[src/hw/exec_pkg.sv]
/*
 Constants, encodings and state type for the instruction execute slice.
 Assumes one instruction cycle per clock at 250 MHz and a same-clock fetch stage.
*/
//
// Function
// - Watchdog clear zeroes the watchdog counter and its prescaler.
// - Watchdog clear sets timeout and powerdown flags, no other status bits.
// - Call pushes program counter plus one as new stack top entry.
// - Call loads immediate into PC 10:0, page latch bits 4:3 into PC 12:11.
// - Call immediate spans 0 to 2047; call changes no status flag.
// - Call takes two instruction cycles.
// - File operands take a 7-bit address and a one-bit destination selector.
// - Selector 0 writes working register, 1 writes the addressed file register.
// - Complement inverts the register and updates only the zero flag.
// - Register clear writes zero to the file register and sets zero flag.
// - Working clear writes zero to working register and sets zero flag.
// - Decrement subtracts one modulo 256, writes destination, updates zero flag.
// - Decrement-skip subtracts one, writes destination, changes no status flag.
// - Zero decrement-skip result discards next instruction, runs a no-op, two cycles.
package exec_pkg;

    // Instruction word layout
    localparam int INSTR_W  = 14;
    localparam int PC_W     = 13;
    localparam int IMM_W    = 11;
    localparam int FADDR_W  = 7;
    localparam int DSEL_BIT = 7;
    localparam int OP_HI    = 13;
    localparam int OP_LO    = 8;
    localparam int PAGE_HI  = 4;
    localparam int PAGE_LO  = 3;

    // Opcode encodings
    localparam logic [5:0]  OP_CLEAR   = 6'h01;
    localparam logic [5:0]  OP_DECR    = 6'h03;
    localparam logic [5:0]  OP_COMPL   = 6'h09;
    localparam logic [5:0]  OP_DECSKIP = 6'h0B;
    localparam logic [2:0]  OP_CALL    = 3'h4;
    localparam logic [13:0] WORD_WDCLR = 14'h0064;

    // Register port map
    localparam logic [2:0] ADDR_STATUS = 3'h0;
    localparam logic [2:0] ADDR_WORK   = 3'h1;
    localparam logic [2:0] ADDR_PAGE   = 3'h2;
    localparam logic [2:0] ADDR_PC_LO  = 3'h3;
    localparam logic [2:0] ADDR_PC_HI  = 3'h4;
    localparam logic [2:0] ADDR_WDOG   = 3'h5;

    // Status bit positions
    localparam int ZERO_BIT = 2;
    localparam int PD_BIT   = 3;
    localparam int TO_BIT   = 4;

    // Values after reset
    localparam logic [7:0]  WORK_RST = 8'h00;
    localparam logic [7:0]  PAGE_RST = 8'h00;
    localparam logic [12:0] PC_RST   = 13'h0000;
    localparam logic [7:0]  WDOG_RST = 8'h00;
    localparam logic        ZERO_RST = 1'b0;
    localparam logic        FLAG_RST = 1'b1;

    // Cycle counts
    localparam int CYC_SINGLE = 1;
    localparam int CYC_DOUBLE = 2;

    // Execute states, one-hot
    typedef enum logic [1:0] {
        ST_RUN  = 2'b01,
        ST_HOLD = 2'b10
    } exec_state_e;

endpackage : exec_pkg

[src/hw/wdog_if.sv]
/*
 Carrier between the execute slice and its watchdog counter.
 Assumes both ends share the core clock.
*/
`timescale 1ns/1ps
`default_nettype none
interface wdog_if;
    logic       clear;
    logic       expire;
    logic [7:0] count;

    modport core (output clear, input expire, input count);
    modport dog  (input clear, output expire, output count);
endinterface : wdog_if
`default_nettype wire

[src/hw/cpu_exec.sv]
/*
 Execute slice for watchdog clear, call, complement, clears and decrements.
 Assumes a same-clock fetch stage that presents one word per cycle and a
 register file whose read data is combinational on the given address.
*/
`timescale 1ns/1ps
`default_nettype none
module cpu_exec
    import exec_pkg::*;
(
    input  wire logic                 clock,
    input  wire logic                 nrst,
    input  wire logic                 instr_valid,
    input  wire logic [INSTR_W-1:0]   instr,
    output logic                      instr_ready,
    output logic                      flush,
    output logic [PC_W-1:0]           program_counter,
    output logic [FADDR_W-1:0]        file_raddr,
    input  wire logic [7:0]           file_rdata,
    output logic                      file_we,
    output logic [FADDR_W-1:0]        file_waddr,
    output logic [7:0]                file_wdata,
    output logic                      stack_push,
    output logic [PC_W-1:0]           stack_top_entry,
    input  wire logic                 sleep_enter,
    output logic                      zero_flag,
    output logic                      timeout_flag,
    output logic                      powerdown_flag,
    output logic [7:0]                working_reg,
    input  wire logic [2:0]           reg_addr,
    input  wire logic [7:0]           reg_wdata,
    input  wire logic                 reg_wr,
    input  wire logic                 reg_rd,
    output logic [7:0]                reg_rdata
);

    // Shared arithmetic
    function automatic logic [7:0] dec8(input logic [7:0] v);
        dec8 = v - 8'h01;
    endfunction : dec8

    function automatic logic is_zero(input logic [7:0] v);
        is_zero = (v == 8'h00);
    endfunction : is_zero

    // State and storage
    exec_state_e         state_q;
    exec_state_e         state_d;
    logic [PC_W-1:0]     pc_q;
    logic [PC_W-1:0]     pc_d;
    logic [7:0]          work_q;
    logic [7:0]          page_q;
    logic                zero_q;
    logic                to_q;
    logic                pd_q;
    logic                fwe_q;
    logic [FADDR_W-1:0]  fwaddr_q;
    logic [7:0]          fwdata_q;
    logic                push_q;
    logic [PC_W-1:0]     tos_q;
    logic [7:0]          rdata_q;
    logic                flush_call_q;

    wdog_if wd ();

    wdog_counter u_wdog (
        .clock (clock),
        .nrst  (nrst),
        .wd    (wd)
    );

    // Field extraction
    wire [5:0]          opcode = instr[OP_HI:OP_LO];
    wire [FADDR_W-1:0]  faddr  = instr[FADDR_W-1:0];
    wire                dsel   = instr[DSEL_BIT];
    wire [IMM_W-1:0]    imm    = instr[IMM_W-1:0];

    // Instruction taken this cycle
    wire running = (state_q == ST_RUN);
    wire take    = instr_valid && running;

    // Decode of the covered instructions
    wire is_wdclr = (instr == WORD_WDCLR);
    wire is_call  = (instr[OP_HI:IMM_W] == OP_CALL);
    wire is_comp  = (opcode == OP_COMPL);
    wire is_decr  = (opcode == OP_DECR);
    wire is_dskip = (opcode == OP_DECSKIP);
    wire is_fclr  = (opcode == OP_CLEAR) && dsel;
    wire is_wclr  = (opcode == OP_CLEAR) && !dsel;

    // Instructions that honour the destination selector
    wire dest_op  = is_comp || is_decr || is_dskip;

    // Operand with forwarding of the pending file write
    wire fwd_hit = fwe_q && (fwaddr_q == faddr);
    wire [7:0] operand = fwd_hit ? fwdata_q : file_rdata;

    // Result selection
    wire [7:0] dec_res = dec8(operand);
    wire [7:0] cmp_res = ~operand;
    wire [7:0] result  = is_comp ? cmp_res
                       : (is_decr || is_dskip) ? dec_res
                       : 8'h00;

    wire to_file = take && ((dest_op && dsel) || is_fclr);
    wire to_work = take && ((dest_op && !dsel) || is_wclr);

    wire skip = take && is_dskip && is_zero(dec_res);
    wire two_cycle = (take && is_call) || skip;

    // call target from page latch and immediate
    wire [PC_W-1:0] call_target = {page_q[PAGE_HI:PAGE_LO], imm};
    // return address is pc plus one
    wire [PC_W-1:0] ret_addr = pc_q + 13'h0001;

    // Zero flag sources; call and decrement-skip never touch it
    // call leaves status
    wire zero_upd = take && (is_comp || is_decr || is_fclr || is_wclr);
    wire zero_val = is_zero(result);

    // Register port decode
    wire wr_status = reg_wr && (reg_addr == ADDR_STATUS);
    wire wr_work   = reg_wr && (reg_addr == ADDR_WORK);
    wire wr_page   = reg_wr && (reg_addr == ADDR_PAGE);

    // Read mux, unmapped addresses read zero
    logic [7:0] rd_mux;
    always_comb
    begin
        rd_mux = 8'h00;
        unique case (reg_addr)
            ADDR_STATUS:
            begin
                rd_mux[ZERO_BIT] = zero_q;
                rd_mux[PD_BIT]   = pd_q;
                rd_mux[TO_BIT]   = to_q;
            end
            ADDR_WORK:  rd_mux = work_q;
            ADDR_PAGE:  rd_mux = page_q;
            ADDR_PC_LO: rd_mux = pc_q[7:0];
            ADDR_PC_HI: rd_mux = {3'b000, pc_q[PC_W-1:8]};
            ADDR_WDOG:  rd_mux = wd.count;
            default:    rd_mux = 8'h00;
        endcase
    end

    // Held next values and one-cycle sources for the clocked blocks
    // call starts its hold
    wire               call_take  = take && is_call;
    wire               wdclr_take = take && is_wdclr;
    wire               hold_step  = (state_q == ST_HOLD) && !flush_call_q;
    wire [PC_W-1:0]    tos_d      = call_take ? ret_addr : tos_q;
    wire [FADDR_W-1:0] fwaddr_d   = to_file ? faddr : fwaddr_q;
    wire [7:0]         fwdata_d   = to_file ? result : fwdata_q;

    // Next state
    always_comb
    begin
        state_d = state_q;
        unique case (state_q)
            // single cycle unless call or skip
            ST_RUN:  state_d = two_cycle ? ST_HOLD : ST_RUN;
            ST_HOLD: state_d = ST_RUN;
            default: state_d = ST_RUN;
        endcase
    end

    // Next program counter
    always_comb
    begin
        pc_d = pc_q;
        if (take)
        begin
            pc_d = is_call ? call_target : ret_addr;
        end
        else if (hold_step)
        begin
            pc_d = pc_q + 13'h0001;
        end
    end

    // Remembers whether the hold cycle belongs to a call
    always_ff @(posedge clock or negedge nrst)
    begin
        if (!nrst)
            flush_call_q <= 1'b0;
        else
            flush_call_q <= call_take;
    end

    // State and program counter
    always_ff @(posedge clock or negedge nrst)
    begin
        if (!nrst)
        begin
            state_q <= ST_RUN;
            pc_q    <= PC_RST;
        end
        else
        begin
            state_q <= state_d;
            pc_q    <= pc_d;
        end
    end

    always_ff @(posedge clock or negedge nrst)
    begin
        if (!nrst)
        begin
            push_q <= 1'b0;
            tos_q  <= PC_RST;
        end
        else
        begin
            push_q <= call_take;
            tos_q  <= tos_d;
        end
    end

    always_ff @(posedge clock or negedge nrst)
    begin
        if (!nrst)
        begin
            fwe_q    <= 1'b0;
            fwaddr_q <= {FADDR_W{1'b0}};
            fwdata_q <= 8'h00;
        end
        else
        begin
            fwe_q    <= to_file;
            fwaddr_q <= fwaddr_d;
            fwdata_q <= fwdata_d;
        end
    end

    always_ff @(posedge clock or negedge nrst)
    begin
        if (!nrst)
            work_q <= WORK_RST;
        else if (to_work)
            work_q <= result;
        else if (wr_work)
            work_q <= reg_wdata;
    end

    // Page latch, software only
    always_ff @(posedge clock or negedge nrst)
    begin
        if (!nrst)
            page_q <= PAGE_RST;
        else if (wr_page)
            page_q <= reg_wdata;
    end

    always_ff @(posedge clock or negedge nrst)
    begin
        if (!nrst)
            zero_q <= ZERO_RST;
        else if (zero_upd)
            zero_q <= zero_val;
        else if (wr_status)
            zero_q <= reg_wdata[ZERO_BIT];
    end

    // timeout and powerdown flags, set wins
    always_ff @(posedge clock or negedge nrst)
    begin
        if (!nrst)
        begin
            to_q <= FLAG_RST;
            pd_q <= FLAG_RST;
        end
        else if (wdclr_take)
        begin
            to_q <= 1'b1;
            pd_q <= 1'b1;
        end
        else
        begin
            to_q <= wd.expire ? 1'b0 : to_q;
            pd_q <= sleep_enter ? 1'b0 : pd_q;
        end
    end

    assign wd.clear = wdclr_take;

    // Registered read data
    always_ff @(posedge clock or negedge nrst)
    begin
        if (!nrst)
            rdata_q <= 8'h00;
        else if (reg_rd)
            rdata_q <= rd_mux;
        else
            rdata_q <= 8'h00;
    end

    // Handshake toward fetch
    assign instr_ready = running;
    assign flush       = (state_q == ST_HOLD);

    // Program counter and register file ports
    assign program_counter = pc_q;
    assign file_raddr      = faddr;
    assign file_we         = fwe_q;
    assign file_waddr      = fwaddr_q;
    assign file_wdata      = fwdata_q;

    // Return stack push
    assign stack_push      = push_q;
    assign stack_top_entry = tos_q;

    // Status flags
    assign zero_flag       = zero_q;
    assign timeout_flag    = to_q;
    assign powerdown_flag  = pd_q;

    // Working register and software read data
    assign working_reg     = work_q;
    assign reg_rdata       = rdata_q;

endmodule : cpu_exec
`default_nettype wire

[src/hw/wdog_counter.sv]
/*
 Watchdog counter with an 8-bit prescaler ahead of it.
 Assumes a clear pulse one cycle long from the execute slice.
*/
`timescale 1ns/1ps
`default_nettype none
module wdog_counter
    import exec_pkg::*;
(
    input  wire logic clock,
    input  wire logic nrst,
    wdog_if.dog       wd
);

    logic [7:0] presc_q;
    logic [7:0] count_q;
    logic       expire_q;
    wire        presc_wrap = (presc_q == 8'hFF);
    wire        count_wrap = (count_q == 8'hFF);

    // Prescaler and counter, cleared together
    always_ff @(posedge clock or negedge nrst)
    begin
        if (!nrst)
        begin
            presc_q  <= WDOG_RST;
            count_q  <= WDOG_RST;
            expire_q <= 1'b0;
        end
        else if (wd.clear)
        begin
            presc_q  <= WDOG_RST;
            count_q  <= WDOG_RST;
            expire_q <= 1'b0;
        end
        else
        begin
            presc_q  <= presc_q + 8'h01;
            count_q  <= presc_wrap ? count_q + 8'h01 : count_q;
            expire_q <= presc_wrap && count_wrap;
        end
    end

    assign wd.count  = count_q;
    assign wd.expire = expire_q;

endmodule : wdog_counter
`default_nettype wire

[config.mk]
export PLATFORM = sky130hd
export DESIGN_NAME = cpu_exec
export DESIGN_NICKNAME = d
export VERILOG_FILES = /design/src/hw/exec_pkg.sv /design/src/hw/wdog_if.sv /design/src/hw/cpu_exec.sv /design/src/hw/wdog_counter.sv
export SDC_FILE = /design/constraint.sdc
export NUM_CORES = 1
export LEC_CHECK = 0
export BUFFER_PORTS_ARGS = -buffer_cell sky130_fd_sc_hd__buf_2
export CORE_MARGIN = 3
export CORE_UTILIZATION = 44
export CTS_CLUSTER_DIAMETER = 150
export CTS_CLUSTER_SIZE = 25
export DETAILED_ROUTE_END_ITERATION = 6
export GPL_TIMING_DRIVEN = 0
export HOLD_SLACK_MARGIN = 0.08
export PLACE_DENSITY = 0.63
export SLEW_MARGIN = 10
export SYNTH_ARGS = -nofsm -noshare
export SYNTH_HDL_FRONTEND = slang
export SYNTH_SLANG_ARGS = --single-unit
[constraint.sdc]
create_clock -name clock -period 7.5 [get_ports clock]
set_input_delay 1.125 -clock clock [delete_from_list [all_inputs] [get_ports clock]]
set_output_delay 1.125 -clock clock [all_outputs]
set_load 0.005 [all_outputs]
; ---- Yosys cells after proc, flatten, opt, wreduce, memory -nomap -nowiden
; Cells that the tools add are included.
[op_classes]
n_bitwise = 1
n_eq_ne = 16
addsub = 4
muxes = 24
n_reduce_logical = 37
[op_table]
columns = op, n
row1 = $mux 8, 9
row2 = $mux 13, 3
row3 = $logic_and 1x1->1, 18
row4 = $pmux 3 s6, 1
row5 = $add 8x1->8 const B, 2
row6 = $eq 8x8->1 const B, 2
row7 = $logic_not 8->1, 2
row8 = $eq 14x7->1 const B, 1
row9 = $add 13x1->13 const B, 1
row10 = $eq 6x4->1 const B, 2
row11 = $pmux 3 s4, 1
row12 = $reduce_bool 2->1, 6
row13 = $pmux 2 s5, 1
row14 = $eq 3x3->1 const B, 3
row15 = $logic_or 1x1->1, 8
row16 = $not 8->8, 1
row17 = $sub 8x1->8 const B, 1
row18 = $eq 7x7->1, 1
row19 = $mux 1, 7
row20 = $eq 3x2->1 const B, 2
row21 = $eq 6x1->1 const B, 1
row22 = $eq 6x2->1 const B, 1
row23 = $mux 2, 2
row24 = $eq 3x1->1 const B, 1
row25 = 4 further kinds, 5
[word_totals]
reg_bits = 89
out_inout_bits = 71

; ---- Longest topological paths before layout
[logic_depth]
depth_word = 9
ltp_mapped = 12
mapped_depth_nobuf = 12

; ---- Cells and area by module
; A second synthesis with hierarchy kept.
[hier_totals]
cells_unflattened = 530
area_unflattened_um2 = 5022.3
[modules_own_cells]
columns = mod, seq_area_each_um2, cells_per_inst, n_inst, area_per_inst_um2
row1 = cpu_exec, 1805.5, 446, 1, 4177.8
row2 = wdog_counter, 425.4, 84, 1, 844.6

; ---- Worst setup path before layout
; OpenSTA, ideal clock, no wires.
[synth_path]
path_kind = input port to flip-flop
startpoint = in instr[4]
endpoint = reg zero_q, in the netlist zero_flag
n_path_buf = 0
setup_time_ps = 120
arrival_ps = 3592
slack_ps = 3787
cell_stages = 12
cell_sequence = xnor2_1 > nand4_1 > nor2_4 > mux2i_1 > ha_1 > or3b_1 > nor3_2 > xnor2_1 > mux2i_1 > a22oi_1 > and4b_1 > a41o_1
[synth_via]
elab_chain_len = 8
elab_cells_between_ends = 9
cone_classes = add/sub: 1 / eq/ne: 1 / mux: 4 / bitwise: 1 / reduce/logical: 2
[synth_rtl]
columns = item, line
row1 = start: declaration, cpu_exec.sv:14  ; input wire logic [INSTR_W-1:0] instr,
row2 = $eq 7x7->1 (*), cpu_exec.sv:95  ; wire fwd_hit = fwe_q && (fwaddr_q == faddr);
row3 = $logic_and 1x1->1 (*), cpu_exec.sv:95
row4 = $mux 8 (*), cpu_exec.sv:96  ; wire [7:0] operand = fwd_hit ? fwdata_q : file_rdata;
row5 = $sub 8x1->8, cpu_exec.sv:39  ; dec8 = v - 8'h01;
row6 = $mux 8, cpu_exec.sv:102  ; : (is_decr || is_dskip) ? dec_res
row7 = $mux 8 (*), cpu_exec.sv:101  ; wire [7:0] result = is_comp ? cmp_res
row8 = $logic_not 8->1 (*), cpu_exec.sv:43  ; is_zero = (v == 8'h00);
row9 = $mux 1 (*), cpu_exec.sv:259  ; else if (zero_upd)
row10 = end signal: assignment, cpu_exec.sv:260  ; zero_q <= zero_val;
row11 = end signal: assignment, cpu_exec.sv:262  ; zero_q <= reg_wdata[ZERO_BIT];
row12 = end: declaration, cpu_exec.sv:53  ; logic zero_q;
; Every way passes the cells marked *; elsewhere a longest branch is shown, timed or not.
; A chain may end at the register's enable or synchronous reset.

; ---- Final worst setup path
[layout_path]
startpoint = in instr[1]
endpoint = reg zero_q, in the netlist zero_flag
; Same word-level chain as after synthesis.

==> impl_metrics.xml <==
<?xml version="1.0" encoding="UTF-8"?>
<metrics>
  <group name="clocking">
    <metric name="cts.path.max_buffers" unit="">2</metric>
    <metric name="cts_tree" unit="">yes</metric>
    <metric name="cts.repair.resized" unit="">0</metric>
    <metric name="clk-insertion-delay-late" unit="ns">0.34</metric>
    <metric name="clkSinkCount" unit="">89</metric>
    <metric name="postCtsSetupBuffers" unit="">0</metric>
    <metric name="number_of_cts_inserted_buffers" unit="">9</metric>
    <metric name="clkSlewWorstSetupHoldPaths" unit="ns">0.06</metric>
    <metric name="ctsRootBufferMaster" unit="">sky130_fd_sc_hd__clkbuf_16</metric>
    <metric name="h-tree-depth" unit="">3</metric>
    <metric name="hold_buffers" unit="">0</metric>
  </group>
  <group name="setup_path">
    <metric name="timing.critical_path.fanout_max" unit="">9</metric>
    <metric name="slowest_delay" unit="ns">0.46</metric>
    <metric name="critPathLaunchType" unit="">primary input</metric>
    <metric name="critPathArrivalTime" unit="ns">4.39</metric>
    <metric name="cp_cell_sequence" unit="">buf_2, xnor2_1, nand4_1, nor2_4, mux2i_1, ha_1, or3b_1, nor3_2, xnor2_1, mux2i_1, a22oi_1, and4b_1, a41o_1</metric>
    <metric name="worst_ep_required_time" unit="ns">7.77</metric>
    <metric name="cpMaxStageDelayCell" unit="">sky130_fd_sc_hd__or3b_1</metric>
    <metric name="critical_path.endpoint_type" unit="">flop</metric>
    <metric name="timing.reg2reg.setup_slack" unit="ns">3.91</metric>
    <metric name="critical_setup_path_class" unit="">in2reg</metric>
  </group>
  <group name="run">
    <metric name="cap_viol_max_count" unit="">0</metric>
  </group>
  <group name="timing">
    <metric name="finalSetupViolations" unit="">0</metric>
    <metric name="tightest_slew" unit="ns">0.737</metric>
    <metric name="max_slew_headroom" unit="">0.505</metric>
    <metric name="finalHoldViolCount" unit="">0</metric>
    <metric name="final_min_period_over_clock_period" unit="">0.549</metric>
    <metric name="fmaxAchievable" unit="GHz">0.243</metric>
    <metric name="setup_tns_final" unit="ns">0</metric>
    <metric name="finalMaxSlewViolations" unit="">0</metric>
    <metric name="post-route-min-period" unit="ns">4.12</metric>
    <metric name="rsz0062_at_grt" unit="">no</metric>
    <metric name="final.setup_skew" unit="ns">0.00712</metric>
  </group>
  <group name="grt">
    <metric name="grt_max_degree" unit="">58</metric>
    <metric name="grt_pass1_wl" unit="µm">21500</metric>
    <metric name="grt.total_usage" unit="">0.212</metric>
    <metric name="grt_pass1_vias" unit="">4136</metric>
    <metric name="overflow" unit="">0</metric>
    <metric name="initial_antenna_violation_count" unit="">0</metric>
  </group>
  <group name="synthesis">
    <metric name="synth-edff-count" unit="">0</metric>
    <metric name="number_of_storage_elements_in_the_synthesis_netlist" unit="">89</metric>
    <metric name="ys_warn_count" unit="">0</metric>
    <metric name="post_synth_num_cell_types" unit="">58</metric>
    <metric name="syn_avg_cell_area" unit="µm²">9.88</metric>
    <metric name="synth_top_flop_cell" unit="">sky130_fd_sc_hd__dfrtp_1</metric>
    <metric name="synth_largest_area_cell" unit="">sky130_fd_sc_hd__dfrtp_1</metric>
    <metric name="yosys.area.top_type_share" unit="">0.435</metric>
    <metric name="synth_fp_nets" unit="">545</metric>
    <metric name="netlist_top_cells_area" unit="">sky130_fd_sc_hd__dfrtp_1 43%, sky130_fd_sc_hd__mux2_2 5.9%, sky130_fd_sc_hd__mux2i_1 4.4%</metric>
    <metric name="syn-instance-count" unit="">501</metric>
    <metric name="post_synth_instance_area" unit="µm²">4950</metric>
    <metric name="async_flop_share" unit="">1.00</metric>
    <metric name="synth.yosys.seq_area_share" unit="">0.450</metric>
  </group>
  <group name="placed_design">
    <metric name="place.detailed.hpwl" unit="µm">10200</metric>
    <metric name="globalplace.congestion" unit="">0.875</metric>
    <metric name="placement.cell_area" unit="µm²">5700</metric>
    <metric name="portBuffers" unit="">108</metric>
  </group>
  <group name="power">
    <metric name="max-vdd-ir-drop" unit="V">0.000169</metric>
    <metric name="power.density" unit="nW/µm²">250</metric>
    <metric name="power_switching" unit="W">0.000476</metric>
    <metric name="clkPwrFrac" unit="">0.273</metric>
    <metric name="p_seq_frac" unit="">0.463</metric>
    <metric name="combPwrFrac" unit="">0.265</metric>
    <metric name="p_leak" unit="nW">2.74</metric>
    <metric name="sw_frac_of_total" unit="">0.320</metric>
    <metric name="internal_power" unit="W">0.00101</metric>
  </group>
  <group name="detailed_routing">
    <metric name="route.detailed.drc" unit="">0</metric>
    <metric name="drtPass1Iterations" unit="">5</metric>
    <metric name="drtAntennaViolNets" unit="">0</metric>
    <metric name="wl_per_cell" unit="µm">17.2</metric>
    <metric name="dr.first_iter.drc_count" unit="">211</metric>
    <metric name="routed_via_density" unit="">5.47</metric>
    <metric name="num_vias" unit="">4193</metric>
    <metric name="total_wire_length" unit="µm">13200</metric>
  </group>
  <group name="floorplanning">
    <metric name="die_area" unit="µm²">12600</metric>
    <metric name="starting_density_of_the_core" unit="">0.453</metric>
    <metric name="ioPinCount" unit="">110</metric>
    <metric name="core_area" unit="µm²">10900</metric>
    <metric name="floorplan.rows" unit="">38</metric>
    <metric name="dieHeight" unit="µm">112</metric>
    <metric name="chipWidth" unit="µm">112</metric>
  </group>
  <group name="finish">
    <metric name="layout_commonest_cell" unit="">sky130_fd_sc_hd__buf_2</metric>
    <metric name="design.final.nets" unit="">665</metric>
    <metric name="ratio_of_cells_with_drive_above_1_in_the_final_layout" unit="">0.280</metric>
    <metric name="mostFrequentLayoutCells" unit="">108 x sky130_fd_sc_hd__buf_2, 86 x sky130_fd_sc_hd__dfrtp_1, 46 x sky130_fd_sc_hd__nand2_1</metric>
    <metric name="n_antenna_cell" unit="">0</metric>
    <metric name="layout-area-overhead-vs-synth" unit="%">20.5</metric>
    <metric name="design_area" unit="µm²">5970</metric>
  </group>
  <group name="status">
    <metric name="status" unit="">complete, no violations</metric>
  </group>
  <group name="hold_path">
    <metric name="timing.hold.worst.class" unit="">reg2reg</metric>
  </group>
</metrics>
-- per-layer routing --
metal  up-vias  GRT usage  part of all wire
met5         -          0                 0
met4         0     0.0745             0.024
met3        24     0.0410             0.055
met2       115      0.346              0.49
met1      2034      0.284              0.43
li1       2020          -                 -
-- worst max-delay path: cells and delay by family --
kind | cells | cell delay [ns]
xor+xnor | 2 | 0.32
fa+ha+maj | 1 | 0.33
simple gates | 5 | 1.39
compound gates | 2 | 0.52
mux | 2 | 0.55
buf+inv | 1 | 0.14
-- synthesized netlist by cell type, types with 2 or more instances --
| library cell | number |
|---|---|
| sky130_fd_sc_hd__ha_1 | 5 |
| sky130_fd_sc_hd__nor4b_1 | 4 |
| sky130_fd_sc_hd__inv_1 | 11 |
| sky130_fd_sc_hd__nor4_1 | 2 |
| sky130_fd_sc_hd__or3_1 | 2 |
| sky130_fd_sc_hd__nor2_1 | 36 |
| sky130_fd_sc_hd__nor3_1 | 8 |
| sky130_fd_sc_hd__o21a_1 | 5 |
| sky130_fd_sc_hd__mux2_2 | 26 |
| sky130_fd_sc_hd__nand2b_1 | 3 |
| sky130_fd_sc_hd__and3_1 | 7 |
| sky130_fd_sc_hd__a22oi_1 | 9 |
| sky130_fd_sc_hd__buf_4 | 7 |
| sky130_fd_sc_hd__mux2i_1 | 22 |
| sky130_fd_sc_hd__dfrtp_1 | 86 |
| sky130_fd_sc_hd__nand3_1 | 13 |
| sky130_fd_sc_hd__a31oi_1 | 5 |
| sky130_fd_sc_hd__o22ai_1 | 8 |
| sky130_fd_sc_hd__dfstp_2 | 3 |
| sky130_fd_sc_hd__a21o_1 | 3 |
| sky130_fd_sc_hd__xor2_1 | 15 |
| sky130_fd_sc_hd__nor3b_1 | 5 |
| sky130_fd_sc_hd__o21ai_0 | 38 |
| sky130_fd_sc_hd__a2bb2oi_1 | 2 |
| sky130_fd_sc_hd__nor2b_1 | 12 |
| sky130_fd_sc_hd__nand2_1 | 46 |
| sky130_fd_sc_hd__nand4_1 | 7 |
| sky130_fd_sc_hd__xnor2_1 | 24 |
| sky130_fd_sc_hd__clkbuf_1 | 21 |
| sky130_fd_sc_hd__and2_1 | 7 |
| sky130_fd_sc_hd__nor2_4 | 2 |
| sky130_fd_sc_hd__a211oi_1 | 5 |
| sky130_fd_sc_hd__a21oi_1 | 26 |
| sky130_fd_sc_hd__a22o_1 | 2 |
-- power groups by stage --
stage / Clock, W / Combinational, W / Sequential (W)
6_report: 0.000406 / 0.000394 / 0.000689
5_1_grt: 0.000438 / 0.000444 / 0.000706
4_1_cts: 0.000414 / 0.000399 / 0.000691
3_5_place_dp: 0 / 0.000396 / 0.000699
3_3_place_gp: 0 / 0.000387 / 0.000692
2_1_floorplan: 0 / 0.000228 / 0.000673
-- area by class of cell --
class / count / area, µm²
Buffer: 31 / 161
Clock buffer: 13 / 250
Clock inverter: 3 / 17.5
Fill cell: 1051 / 4970
Inverter: 11 / 41.3
Multi-Input combinational cell: 370 / 2520
Sequential cell: 89 / 2230
Tap cell: 140 / 175
Timing Repair Buffer: 109 / 571
-- kinds of logic after synthesis --
| logic type | Yosys count | share of synthesized area |
|---|---|---|
| multiplexers | 50 | 0.111 |
| AO/OA/AOI/OAI | 110 | 0.135 |
| buffers and inverters | 42 | 0.0409 |
| flip-flops | 89 | 0.450 |
| XOR/XNOR | 39 | 0.0690 |
| AND/OR/NAND/NOR | 166 | 0.181 |
| adder cells (fa/ha/maj) | 5 | 0.0126 |
-- worst paths after layout --
kind                                                start                             end  cells after the start
max                                              instr[1]           zero_flag$_DFFE_PN0P_                     13
min                        stack_top_entry[8]$_DFFE_PN0P_  stack_top_entry[8]$_DFFE_PN0P_                      2
max reg2reg                     file_waddr[1]$_DFFE_PN0P_           zero_flag$_DFFE_PN0P_                     12
max in group asynchronous                            nrst            state_q[0]$_DFF_PN1_                      2
min reg2reg                stack_top_entry[8]$_DFFE_PN0P_  stack_top_entry[8]$_DFFE_PN0P_                      2
min in group asynchronous                            nrst  stack_top_entry[7]$_DFFE_PN0P_                      1
-- metrics by stage --
step,setup slack [ns],total power [W],hold WS (ns),cells,util
final,3.38,0.00149,0.471,766,0.546
after global routing,3.20,0.00159,0.499,766,0.546
after CTS,3.41,0.00150,0.479,766,0.546
after detailed placement,3.12,0.00110,0.466,750,0.521
after global placement,3.12,0.00108,0.455,749,0.518
after floorplan,3.79,0.000901,0.455,501,-
Power figures use the tool's default switching activity.
